### src/include/link_cfg_pkg.sv
package link_cfg_pkg;

    ////////////////////////////////////////////////////////////////////////////
    // register indices, byte address is four times the index
    localparam logic [9:0] LINK_CTRL_IDX  = 10'h200; // link and calibration enables, mode
    localparam logic [9:0] LINK_GEOM_IDX  = 10'h201; // base lane and converter counts
    localparam logic [9:0] LINK_STAT_IDX  = 10'h202; // derived link shape, read only
    localparam logic [9:0] CH_PAIR_EN_IDX = 10'h209; // channel_pair_enable
    localparam logic [9:0] SH_SEL_IDX     = 10'h20F; // sync_header_content_select

    ////////////////////////////////////////////////////////////////////////////
    // field positions
    localparam int unsigned FIRST_PAIR_BIT  = 0;
    localparam int unsigned SECOND_PAIR_BIT = 1;
    localparam int unsigned SINGLE_CH_BIT   = 2;
    localparam int unsigned LINK_EN_BIT     = 0;
    localparam int unsigned CAL_EN_BIT      = 1;
    localparam int unsigned MODE_LSB        = 8;
    localparam int unsigned MODE_W          = 5;
    localparam int unsigned GEOM_CONV_LSB   = 4;
    localparam int unsigned CNT_W           = 4;

    ////////////////////////////////////////////////////////////////////////////
    // reset values and encodings
    localparam logic [2:0]        CH_PAIR_EN_RST = 3'h3;
    localparam logic [1:0]        SH_SEL_RST     = 2'h0;
    localparam logic [1:0]        SH_CRC12       = 2'h0;
    localparam logic [1:0]        SH_FEC         = 2'h2;
    localparam logic [MODE_W-1:0] MODE_RST       = 5'h00;
    localparam logic [CNT_W-1:0]  BASE_LANE_RST  = 4'h8;
    localparam logic [CNT_W-1:0]  BASE_CONV_RST  = 4'h4;
    localparam logic [1:0]        RESP_OKAY      = 2'h0;
    localparam logic [1:0]        RESP_SLVERR    = 2'h2;
    localparam int unsigned       CRC_W          = 12;
    localparam int unsigned       FEC_W          = 26;
    localparam int unsigned       SH_WORD_W      = 32;

    ////////////////////////////////////////////////////////////////////////////
    // bus channel states
    typedef enum logic [0:0] {
        WR_IDLE = 1'b0,
        WR_RESP = 1'b1
    } wr_state_t;

    typedef enum logic [0:0] {
        RD_IDLE = 1'b0,
        RD_DATA = 1'b1
    } rd_state_t;

endpackage

### src/logic/sync_header_builder.sv
`timescale 1ns/1ps

module sync_header_builder
    import link_cfg_pkg::*;
(
    input  wire logic                          aclk,          // system clock
    input  wire logic                          aresetn,       // sync reset, active low
    input  wire logic                          active,        // 64b/66b mode selected
    input  wire logic [1:0]                    content_sel,   // header content select
    input  wire logic                          mb_start,      // multi-block boundary pulse
    input  wire logic [link_cfg_pkg::CRC_W-1:0] crc12_value,  // crc of last multi-block
    input  wire logic [link_cfg_pkg::FEC_W-1:0] fec_value,    // fec parity of last block
    output logic [link_cfg_pkg::SH_WORD_W-1:0] word,          // header word for next block
    output logic                               word_valid     // word holds a live stream
);

    typedef struct packed {
        logic [SH_WORD_W-1:0] word;
        logic                 valid;
    } sh_state_t;

    sh_state_t state_ff;
    sh_state_t nxt_state;

    ////////////////////////////////////////////////////////////////////////////
    // header word: command fields stay zero, so every header is idle
    always_comb begin
        nxt_state = state_ff;
        if (!active) begin
            nxt_state.word  = '0;
            nxt_state.valid = 1'b0;
        end else if (mb_start) begin
            case (content_sel)
                SH_CRC12: begin
                    nxt_state.word  = {crc12_value, 20'h00000};
                    nxt_state.valid = 1'b1;
                end
                SH_FEC: begin
                    nxt_state.word  = {6'h00, fec_value};
                    nxt_state.valid = 1'b1;
                end
                default: begin
                    nxt_state.word  = '0;                              // reserved: idle only
                    nxt_state.valid = 1'b0;
                end
            endcase
        end
    end

    // state register
    always_ff @(posedge aclk) begin
        if (!aresetn) begin
            state_ff <= '0;
        end else begin
            state_ff <= nxt_state;
        end
    end

    assign word       = state_ff.word;
    assign word_valid = state_ff.valid;

endmodule

### src/logic/channel_enable_sync_header_cfg.sv
// Decided for this implementation: the AXI4-Lite slave port.
`timescale 1ns/1ps

module channel_enable_sync_header_cfg
    import link_cfg_pkg::*;
#(
    parameter int unsigned ADDR_W           = 12,    // axi address width
    parameter logic [4:0]  MODE_66B_MIN     = 5'h10  // lowest link mode using 64b/66b
)
(
    input  wire logic                            aclk,           // system clock
    input  wire logic                            aresetn,        // sync reset, active low
    input  wire logic [ADDR_W-1:0]               s_axi_awaddr,   // write address
    input  wire logic [2:0]                      s_axi_awprot,   // write protection, unused
    input  wire logic                            s_axi_awvalid,  // write address valid
    output logic                                 s_axi_awready,  // write address ready
    input  wire logic [31:0]                     s_axi_wdata,    // write data
    input  wire logic [3:0]                      s_axi_wstrb,    // write byte strobes
    input  wire logic                            s_axi_wvalid,   // write data valid
    output logic                                 s_axi_wready,   // write data ready
    output logic [1:0]                           s_axi_bresp,    // write response
    output logic                                 s_axi_bvalid,   // write response valid
    input  wire logic                            s_axi_bready,   // write response ready
    input  wire logic [ADDR_W-1:0]               s_axi_araddr,   // read address
    input  wire logic [2:0]                      s_axi_arprot,   // read protection, unused
    input  wire logic                            s_axi_arvalid,  // read address valid
    output logic                                 s_axi_arready,  // read address ready
    output logic [31:0]                          s_axi_rdata,    // read data
    output logic [1:0]                           s_axi_rresp,    // read response
    output logic                                 s_axi_rvalid,   // read data valid
    input  wire logic                            s_axi_rready,   // read data ready
    input  wire logic                            mb_start,       // multi-block boundary pulse
    input  wire logic [link_cfg_pkg::CRC_W-1:0]  crc12_value,    // crc-12 of last block
    input  wire logic [link_cfg_pkg::FEC_W-1:0]  fec_value,      // fec parity of last block
    output logic [3:0]                           chan_enabled,   // channel D..A powered
    output logic [link_cfg_pkg::CNT_W-1:0]       lane_count,     // lanes in use
    output logic [link_cfg_pkg::CNT_W-1:0]       converter_count, // converters in use
    output logic                                 tail_bits_en,   // pad highest lane
    output logic                                 cd_in_ab_slots, // C, D samples in A, B slots
    output logic                                 single_channel_mode, // single-channel run
    output logic                                 link_enable,    // link enable bit
    output logic                                 calibration_enable, // calibration enable bit
    output logic [link_cfg_pkg::MODE_W-1:0]      link_mode_select, // link mode number
    output logic [link_cfg_pkg::SH_WORD_W-1:0]   sync_header_word, // header word per block
    output logic                                 sync_header_valid // header stream live
);

    ////////////////////////////////////////////////////////////////////////////
    // parameter checks
    if (ADDR_W < 12) begin : g_addr_chk
        $error("ADDR_W too small for the register map");
    end

    ////////////////////////////////////////////////////////////////////////////
    // state
    typedef struct packed {
        wr_state_t         wst;
        logic              aw_got;
        logic              w_got;
        logic [9:0]        waddr;
        logic [31:0]       wdata;
        logic [3:0]        wstrb;
        logic              awready;
        logic              wready;
        logic              bvalid;
        logic [1:0]        bresp;
        rd_state_t         rst;
        logic              arready;
        logic              rvalid;
        logic [31:0]       rdata;
        logic [1:0]        rresp;
        logic [2:0]        channel_pair_enable;
        logic [1:0]        sh_sel;
        logic              link_en;
        logic              cal_en;
        logic [MODE_W-1:0] mode;
        logic [CNT_W-1:0]  base_lanes;
        logic [CNT_W-1:0]  base_convs;
        logic [3:0]        chan_on;
        logic [CNT_W-1:0]  eff_lanes;
        logic [CNT_W-1:0]  eff_convs;
        logic              tail;
        logic              remap;
        logic              single;
        logic              sh_on;
    } cfg_state_t;

    cfg_state_t state_ff;
    cfg_state_t nxt_state;

    logic       aw_fire;
    logic       w_fire;
    logic       ar_fire;
    logic [9:0] wr_idx;
    logic [9:0] rd_idx;
    logic [31:0] wr_data;
    logic [3:0]  wr_strb;
    logic        halved;
    logic        ab_on;
    logic        cd_on;

    ////////////////////////////////////////////////////////////////////////////
    // helpers
    function automatic logic is_mapped(input logic [9:0] idx);
        is_mapped = (idx == LINK_CTRL_IDX) || (idx == LINK_GEOM_IDX) ||
                    (idx == LINK_STAT_IDX) || (idx == CH_PAIR_EN_IDX) ||
                    (idx == SH_SEL_IDX);
    endfunction

    function automatic logic mode_is_66b(input logic [MODE_W-1:0] mode);
        mode_is_66b = (mode >= MODE_66B_MIN);
    endfunction

    function automatic logic [31:0] read_reg(input logic [9:0] idx, input cfg_state_t s);
        read_reg = 32'h00000000;
        case (idx)
            LINK_CTRL_IDX: begin
                read_reg[LINK_EN_BIT]               = s.link_en;
                read_reg[CAL_EN_BIT]                = s.cal_en;
                read_reg[MODE_LSB +: MODE_W]        = s.mode;
            end
            LINK_GEOM_IDX: begin
                read_reg[0 +: CNT_W]                = s.base_lanes;
                read_reg[GEOM_CONV_LSB +: CNT_W]    = s.base_convs;
            end
            LINK_STAT_IDX: begin
                read_reg[0 +: CNT_W]                = s.eff_lanes;
                read_reg[GEOM_CONV_LSB +: CNT_W]    = s.eff_convs;
                read_reg[8]                         = s.tail;
                read_reg[9]                         = s.remap;
                read_reg[10]                        = s.single;
                read_reg[11]                        = s.sh_on;
                read_reg[15:12]                     = s.chan_on;
            end
            CH_PAIR_EN_IDX: read_reg[2:0]           = s.channel_pair_enable;
            SH_SEL_IDX:     read_reg[1:0]           = s.sh_sel;
            default:        read_reg                = 32'h00000000;
        endcase
    endfunction

    ////////////////////////////////////////////////////////////////////////////
    // handshakes and the address and data of the write being committed
    assign aw_fire = s_axi_awvalid && state_ff.awready;
    assign w_fire  = s_axi_wvalid && state_ff.wready;
    assign ar_fire = s_axi_arvalid && state_ff.arready;
    assign wr_idx  = state_ff.aw_got ? state_ff.waddr : s_axi_awaddr[11:2];
    assign wr_data = state_ff.w_got ? state_ff.wdata : s_axi_wdata;
    assign wr_strb = state_ff.w_got ? state_ff.wstrb : s_axi_wstrb;
    assign rd_idx  = s_axi_araddr[11:2];

    ////////////////////////////////////////////////////////////////////////////
    // next state: bus channels, register writes, derived link shape
    always_comb begin
        nxt_state = state_ff;
        // write channel
        case (state_ff.wst)
            WR_IDLE: begin
                if (aw_fire) begin
                    nxt_state.aw_got = 1'b1;
                    nxt_state.waddr  = s_axi_awaddr[11:2];
                end
                if (w_fire) begin
                    nxt_state.w_got = 1'b1;
                    nxt_state.wdata = s_axi_wdata;
                    nxt_state.wstrb = s_axi_wstrb;
                end
                if ((state_ff.aw_got || aw_fire) && (state_ff.w_got || w_fire)) begin
                    nxt_state.wst     = WR_RESP;
                    nxt_state.bvalid  = 1'b1;
                    nxt_state.awready = 1'b0;
                    nxt_state.wready  = 1'b0;
                    nxt_state.bresp   = is_mapped(wr_idx) ? RESP_OKAY : RESP_SLVERR;
                    // reserved bits are not stored and read back as zero
                    case (wr_idx)
                        LINK_CTRL_IDX: begin
                            if (wr_strb[0]) begin
                                nxt_state.link_en = wr_data[LINK_EN_BIT];
                                nxt_state.cal_en  = wr_data[CAL_EN_BIT];
                            end
                            if (wr_strb[1]) begin
                                nxt_state.mode = wr_data[MODE_LSB +: MODE_W];
                            end
                        end
                        LINK_GEOM_IDX: begin
                            if (wr_strb[0]) begin
                                nxt_state.base_lanes = wr_data[0 +: CNT_W];
                                nxt_state.base_convs = wr_data[GEOM_CONV_LSB +: CNT_W];
                            end
                        end
                        CH_PAIR_EN_IDX: begin
                            if (wr_strb[0]) begin
                                nxt_state.channel_pair_enable = wr_data[2:0];
                            end
                        end
                        SH_SEL_IDX: begin
                            if (wr_strb[0]) begin
                                nxt_state.sh_sel = wr_data[1:0];
                            end
                        end
                        default: begin
                            nxt_state.bresp = nxt_state.bresp;         // status and unmapped
                        end
                    endcase
                end else begin
                    nxt_state.awready = !nxt_state.aw_got;
                    nxt_state.wready  = !nxt_state.w_got;
                end
            end
            WR_RESP: begin
                if (s_axi_bready) begin
                    nxt_state.wst     = WR_IDLE;
                    nxt_state.bvalid  = 1'b0;
                    nxt_state.aw_got  = 1'b0;
                    nxt_state.w_got   = 1'b0;
                    nxt_state.awready = 1'b1;
                    nxt_state.wready  = 1'b1;
                end
            end
            default: begin
                nxt_state.wst = WR_IDLE;
            end
        endcase
        // read channel
        case (state_ff.rst)
            RD_IDLE: begin
                if (ar_fire) begin
                    nxt_state.rst     = RD_DATA;
                    nxt_state.arready = 1'b0;
                    nxt_state.rvalid  = 1'b1;
                    nxt_state.rdata   = read_reg(rd_idx, state_ff);
                    nxt_state.rresp   = is_mapped(rd_idx) ? RESP_OKAY : RESP_SLVERR;
                end
            end
            RD_DATA: begin
                if (s_axi_rready) begin
                    nxt_state.rst     = RD_IDLE;
                    nxt_state.rvalid  = 1'b0;
                    nxt_state.arready = 1'b1;
                end
            end
            default: begin
                nxt_state.rst = RD_IDLE;
            end
        endcase
        // pair enables after single-channel override, from the new configuration
        ab_on  = nxt_state.channel_pair_enable[FIRST_PAIR_BIT];
        cd_on  = nxt_state.channel_pair_enable[SECOND_PAIR_BIT] && !nxt_state.channel_pair_enable[SINGLE_CH_BIT];
        halved = !ab_on || !cd_on;
        // derived link shape from the new configuration
        nxt_state.single    = nxt_state.channel_pair_enable[SINGLE_CH_BIT];
        nxt_state.chan_on   = {cd_on, cd_on, ab_on & ~nxt_state.single, ab_on};
        nxt_state.eff_lanes = halved ? CNT_W'(({1'b0, nxt_state.base_lanes} + 5'h01) >> 1)
                                     : nxt_state.base_lanes;
        nxt_state.eff_convs = halved ? (nxt_state.base_convs >> 1)
                                     : nxt_state.base_convs;
        nxt_state.tail      = halved && nxt_state.base_lanes[0];
        nxt_state.remap     = !ab_on;
        nxt_state.sh_on     = mode_is_66b(nxt_state.mode);
    end

    // state register
    always_ff @(posedge aclk) begin
        if (!aresetn) begin
            state_ff            <= '0;
            state_ff.wst        <= WR_IDLE;
            state_ff.rst        <= RD_IDLE;
            state_ff.awready    <= 1'b1;
            state_ff.wready     <= 1'b1;
            state_ff.arready    <= 1'b1;
            state_ff.channel_pair_enable      <= CH_PAIR_EN_RST;
            state_ff.sh_sel     <= SH_SEL_RST;
            state_ff.mode       <= MODE_RST;
            state_ff.base_lanes <= BASE_LANE_RST;
            state_ff.base_convs <= BASE_CONV_RST;
            state_ff.chan_on    <= 4'hF;
            state_ff.eff_lanes  <= BASE_LANE_RST;
            state_ff.eff_convs  <= BASE_CONV_RST;
        end else begin
            state_ff <= nxt_state;
        end
    end

    ////////////////////////////////////////////////////////////////////////////
    // sync header stream
    sync_header_builder u_sh (
        .aclk        (aclk),
        .aresetn     (aresetn),
        .active      (state_ff.sh_on),
        .content_sel (state_ff.sh_sel),
        .mb_start    (mb_start),
        .crc12_value (crc12_value),
        .fec_value   (fec_value),
        .word        (sync_header_word),
        .word_valid  (sync_header_valid)
    );

    ////////////////////////////////////////////////////////////////////////////
    // outputs
    assign s_axi_awready       = state_ff.awready;
    assign s_axi_wready        = state_ff.wready;
    assign s_axi_bvalid        = state_ff.bvalid;
    assign s_axi_bresp         = state_ff.bresp;
    assign s_axi_arready       = state_ff.arready;
    assign s_axi_rvalid        = state_ff.rvalid;
    assign s_axi_rdata         = state_ff.rdata;
    assign s_axi_rresp         = state_ff.rresp;
    assign chan_enabled        = state_ff.chan_on;
    assign lane_count          = state_ff.eff_lanes;
    assign converter_count     = state_ff.eff_convs;
    assign tail_bits_en        = state_ff.tail;
    assign cd_in_ab_slots      = state_ff.remap;
    assign single_channel_mode = state_ff.single;
    assign link_enable         = state_ff.link_en;
    assign calibration_enable  = state_ff.cal_en;
    assign link_mode_select    = state_ff.mode;

endmodule

### config.mk
export PLATFORM = sky130hd
export DESIGN_NAME = channel_enable_sync_header_cfg
export DESIGN_NICKNAME = d
export VERILOG_FILES = /design/src/include/link_cfg_pkg.sv /design/src/logic/sync_header_builder.sv /design/src/logic/channel_enable_sync_header_cfg.sv
export SDC_FILE = /design/constraint.sdc
export NUM_CORES = 1
export LEC_CHECK = 0
export ABC_AREA = 0
export BUFFER_PORTS_ARGS = -buffer_cell sky130_fd_sc_hd__buf_2
export CAP_MARGIN = 20
export CORE_UTILIZATION = 30
export DETAILED_ROUTE_END_ITERATION = 12
export PLACE_DENSITY_LB_ADDON = 0.2
export SYNTH_ARGS = -nofsm -noshare
export SYNTH_HDL_FRONTEND = slang
export SYNTH_HIERARCHICAL = 1
export SYNTH_SLANG_ARGS = --single-unit
export TNS_END_PERCENT = 5
### constraint.sdc
create_clock -name aclk -period 2.4 [get_ports aclk]
set_clock_uncertainty 0.1 [all_clocks]
set_input_delay 0.24 -clock aclk [delete_from_list [all_inputs] [get_ports aclk]]
set_output_delay 0.24 -clock aclk [all_outputs]
set_load 0.05 [all_outputs]
# Yosys cells after proc, flatten, opt, wreduce, memory -nomap -nowiden
# Index checks and enable logic that the tools add are counted.
# totals
ff_bits	122
output_inout_bits	96
in_bits	112
wordCells	125
# op_classes
n_lt_le_gt_ge	1
n_reduce_logical	33
n_eq_ne	15
bitwise	5
n_mux	38
add_sub_neg	1
# ops
cell	count
$eq A10 B10 Y1 const B	10
$pmux W33 S2	1
$mux W20	2
$mux W37	1
$mux W3	8
$pmux W5 S2	2
$pmux W3 S2	3
$mux W8	2
$mux W2	7
$reduce_and A2 Y1	7
$mux W13	1
$logic_or A1 B1 Y1	11
$mux W10	1
$pmux W2 S5	1
$ne A2 B2 Y1 const B	4
$reduce_and A4 Y1	2
$mux W7	1
$logic_and A1 B1 Y1	6
$add A4 B1 Y5 const B	1
$ge A5 B5 Y1 const B	1
$logic_not A1 Y1	5
$mux W1	5
$mux W5	1
$mux W4	1
6 further kinds	9

# Longest topological paths before layout
# depth
ltp_word	10
depth_mapped	9
ltp_nobuf	7

# Cells and area by module
# Netlist, hierarchy kept.
# by_module_without_submodules
module	seq_area_each_um2	instances	area_each_um2	cells_per_inst
channel_enable_sync_header_cfg	1661.6	1	4062.6	457
sync_header_builder	660.6	1	1214.9	88

# Worst setup path after synthesis
# OpenSTA, ideal clock, no wires.
# synth_timing
path_type	reg2reg
from	register state_ff, in the netlist s_axi_wready
to	register state_ff, in the netlist lane_count[0]
slack_ps	-214
n_path_buf	1
stages_incl_launch_ff	9
t_arrival_ps	2387
synth_period_minus_slack_ps	2614
cell_sequence	dfxtp_1 -> nand4b_1 -> a211oi_2 -> o2111ai_2 -> buf_2 -> mux2_2 -> ha_1 -> mux2i_1 -> nor2_1
# synth_rtl
element	line	source
start: declaration	channel_enable_sync_header_cfg.sv:88	cfg_state_t state_ff;
start signal: assignment	channel_enable_sync_header_cfg.sv:279	state_ff <= nxt_state;

# Final worst setup path
# layout_timing
from	register state_ff[119] in the netlist's numbering
to	register state_ff, in the netlist converter_count[0]
# layout_between
elab_chain_cells	10
# layout_rtl
element	line	source
$mux W10 *	channel_enable_sync_header_cfg.sv:146	assign wr_idx = state_ff.aw_got ? state_ff.waddr : s_axi_awaddr[11:2];
$eq A10 B10 Y1	channel_enable_sync_header_cfg.sv:174	case (wr_idx)
$mux W3	channel_enable_sync_header_cfg.sv:174	
$mux W20 *	channel_enable_sync_header_cfg.sv:167	if ((state_ff.aw_got || aw_fire) && (state_ff.w_got || w_fire)) begin
$mux W20 *	channel_enable_sync_header_cfg.sv:156	case (state_ff.wst)
$logic_not A1 Y1	channel_enable_sync_header_cfg.sv:247	cd_on = nxt_state.channel_pair_enable[SECOND_PAIR_BIT] && !nxt_state.channel_pair_enable[SINGLE_CH_BIT];
$logic_and A1 B1 Y1	channel_enable_sync_header_cfg.sv:247	
$logic_not A1 Y1	channel_enable_sync_header_cfg.sv:248	halved = !ab_on || !cd_on;
$logic_or A1 B1 Y1	channel_enable_sync_header_cfg.sv:248	
$mux W3 *	channel_enable_sync_header_cfg.sv:254	nxt_state.eff_convs = halved ? (nxt_state.base_convs >> 1)
# Every way passes the cells marked *; elsewhere a longest branch is shown, timed or not.
# A chain may end at the register's enable or synchronous reset.

==> metrics.txt <==
status completed; DRC viols 0; layout cell share with drive strength beyond 1 35.77%; Mapped Area 5278 sq um; port bufs 158; Placer Congestion 0.8182; clk buf depth 2; chip width 134.6 microns; min-delay worst type in -> reg; Placed Cells 881; RSZ-0062 raised after global routing true; diode count 0; Slowest-stage cell, CP or4b_4; Synth cell types 64; share of the synthesized area in the top cell type 44.00%; CTS H-tree lvls 4; Setup crit end kind flip-flop; Crit path required time 2.64 ns; worst-margin pin slew 0.6777 ns; worst path bufs/invs 1; biggest area consumer among synthesized cells dfxtp_1; Wirelength per Cell 14.57 microns; Die Footprint 18130 sq um; minimum clock period 2.321 ns; Peak Freq 430.8 MHz; Core Util, Final 41.41%; synth warn 6; Max Fanout on Critical Path 12; Root Driver clkbuf_16; final wirelength 14030 microns; initial antenna violation count 0; CTS Buf Count 17; Hold Crit Start crc12_value[1]; Leakage 3.308 nW; Layout Nets 838; starting DRC count in detailed routing 195; TNS Setup 0 ns; synthesized instance count 545; Routed Antenna Nets 0; Clk Latency, worst-skew pair 0.41 ns; peak supply drop 0.0004656 V; global-route wire length before repair 22220 microns; via/cell ratio 4.731; syn avg cell area 9.684 sq um; reg2reg start state_ff[119]; post-DP HPWL 10260 microns; clock sink count 116; area of the core 17240 sq um; fin crit share 96.73%; GRT Util Overall 15.73%; Crit. Startpoint state_ff[119]; Area Overhead vs Synth 35.25%; PwrDens 759.7 nW/um^2; Crit path max-delay family simple AND/OR/NAND/NOR gates; Slew Limit Fails 0; critical path class reg -> reg; sequential share of the synthesized area 44.00%; Fin. Hold Viols 0; Vert. Die Dim 134.6 microns; Worst EP arrival 2.56 ns; Slew HR 54.69%; CP startpoint kind flip-flop; Via Count 4556; Post-synth ARST share 0%; IO Pins 208; Synth area leaders dfxtp_1 (44%), buf_4 (7.5%), mux2i_1 (6.8%); TritonRoute pass-1 iters 4; number of flops mapped to enable cells by yosys 0; CP peak stage delay 0.55 ns; fill count 1716; Final Non-Filler Cells 963; Setup Viol. Count Final 0; GRT overflow 0; Rows 48; CTS tree done; largest net degree at the start of global routing 33; final hold slack 0.01278 ns; MaxCap Viol Count 0; starting density of the core 30.62%; R2R Setup Slk 0.08 ns; vias in the first global route 4450; Most used DFF post-synth dfxtp_1; Worst-path clk slew 0.06 ns; post-synthesis register bit count 116; CP cell instances or4b_4, o22ai_4, buf_6, nand4b_4, mux2_4, mux2_1, nor2_1
## cell type report
type,instances,area [sq um],area share [%]
inverter,7,26.28,0.3681
sequential,116,2325,32.57
timing repair buffer,233,1483,20.77
multi-input combinational,350,2402,33.65
tap,225,281.5,3.944
clock buffer,17,425.4,5.960
clock inverter,15,195.2,2.734
## power by group
| part | internal, W | leakage [nW] | switching (W) |
|---|---|---|---|
| logic | 0.000284 | 2.07 | 0.000443 |
| registers | 0.00200 | 0.943 | 0.0000450 |
| clock network | 0.00166 | 0.298 | 0.000988 |
| total | 0.00395 | 3.31 | 0.00148 |
## cells by family after synthesis
kind of cell             after synthesis  synth area share (%)
multiplexers                          52                 10.31
AND/OR/NAND/NOR                      163                 15.60
AO/OA/AOI/OAI                        114                 17.28
flip-flops                           116                 44.00
other                                  1               0.07106
XOR/XNOR                               2                0.3320
buffers and inverters                 96                 12.16
adder cells (fa/ha/maj)                1                0.2370
## worst register-to-register path, cell delays in order (launching register included)
cell and delay (ns):
dfxtp_1 0.32, or4b_4 0.55, o22ai_4 0.20, buf_6 0.14, nand4b_4 0.12, mux2_4 0.39
mux2_1 0.33, nor2_1 0.10
## per-layer routing
metal,track usage (%),vias to the layer above,wire [microns]
met5,0,-,0
met4,4.806,0,155
met3,4.730,15,722
met2,26.15,116,6674
met1,19.47,2161,6482
li1,-,2264,-
## what timing repair did
action	4_1_cts	5_1_grt
resized for setup	0	5
buffers inserted	0	0
hold endpoints to repair	49	0
hold buffers	50	0
setup endpoints to repair	0	8
## cell usage in the layout (no fill, tap or decap), drive strengths merged, types with 2 or more instances in the layout
cell           n
buf          183
dfxtp        116
dlygate4sd3   50
nand2         49
nor2          48
mux2i         36
a21oi         29
a32o          27
conb          18
clkbuf        17
mux2          16
nor3          14
inv           14
a221oi        11
o21ai         11
a211oi        10
nand2b         7
o2bb2ai        6
and2           5
nand3          5
and3           5
and4b          4
nor3b          4
nor4           4
nand4b         4
and3b          3
a22o           3
bufinv         3
clkinv         3
nand3b         2
a222oi         2
nor2b          2
o21a           2
xnor2          2
a32oi          2
clkinvlp       2
o22ai          2
## registers in the layout (all words and copies together) (netlist names), 2 cells and up, named ones only
| name | count |
|---|---|
| u_sh/word | 32 |
| converter_count | 4 |
| chan_enabled | 2 |
| s_axi_rdata | 15 |
| state_ff | 42 |
| lane_count | 4 |
| link_mode_select | 2 |
## cells in the mapped netlist (6+ instances only)
| library cell | instances |
|---|---|
| dfxtp_1 | 116 |
| buf_4 | 53 |
| nand2_1 | 49 |
| nor2_1 | 48 |
| mux2i_1 | 36 |
| a21oi_1 | 29 |
| a32o_2 | 22 |
| clkbuf_1 | 20 |
| nor3_1 | 14 |
| mux2_2 | 13 |
| a221oi_1 | 11 |
| o21ai_0 | 10 |
| a211oi_1 | 9 |
| nand2b_1 | 7 |
| inv_1 | 6 |
| o2bb2ai_1 | 6 |
## path summary, 6_finish.rpt
kind                                      endpoint  cells past startpoint
worst max-delay path            converter_count[0]                      7
worst min register to register        state_ff[89]                      2
worst max register to register  converter_count[0]                      7
worst min-delay path                 u_sh/word[21]                      3
## through the flow
step	power [W]	cell area [sq um]	setup slack, ns
floorplan	0.002588	5350	0.01397
global placement	0.002729	5988	0.04063
detailed placement	0.002743	5988	0.02602
CTS	0.005473	7109	0.04547
global route	0.005645	7138	-0.006503
finish	0.005423	7138	0.07860
Power figures use the tool's default switching activity.
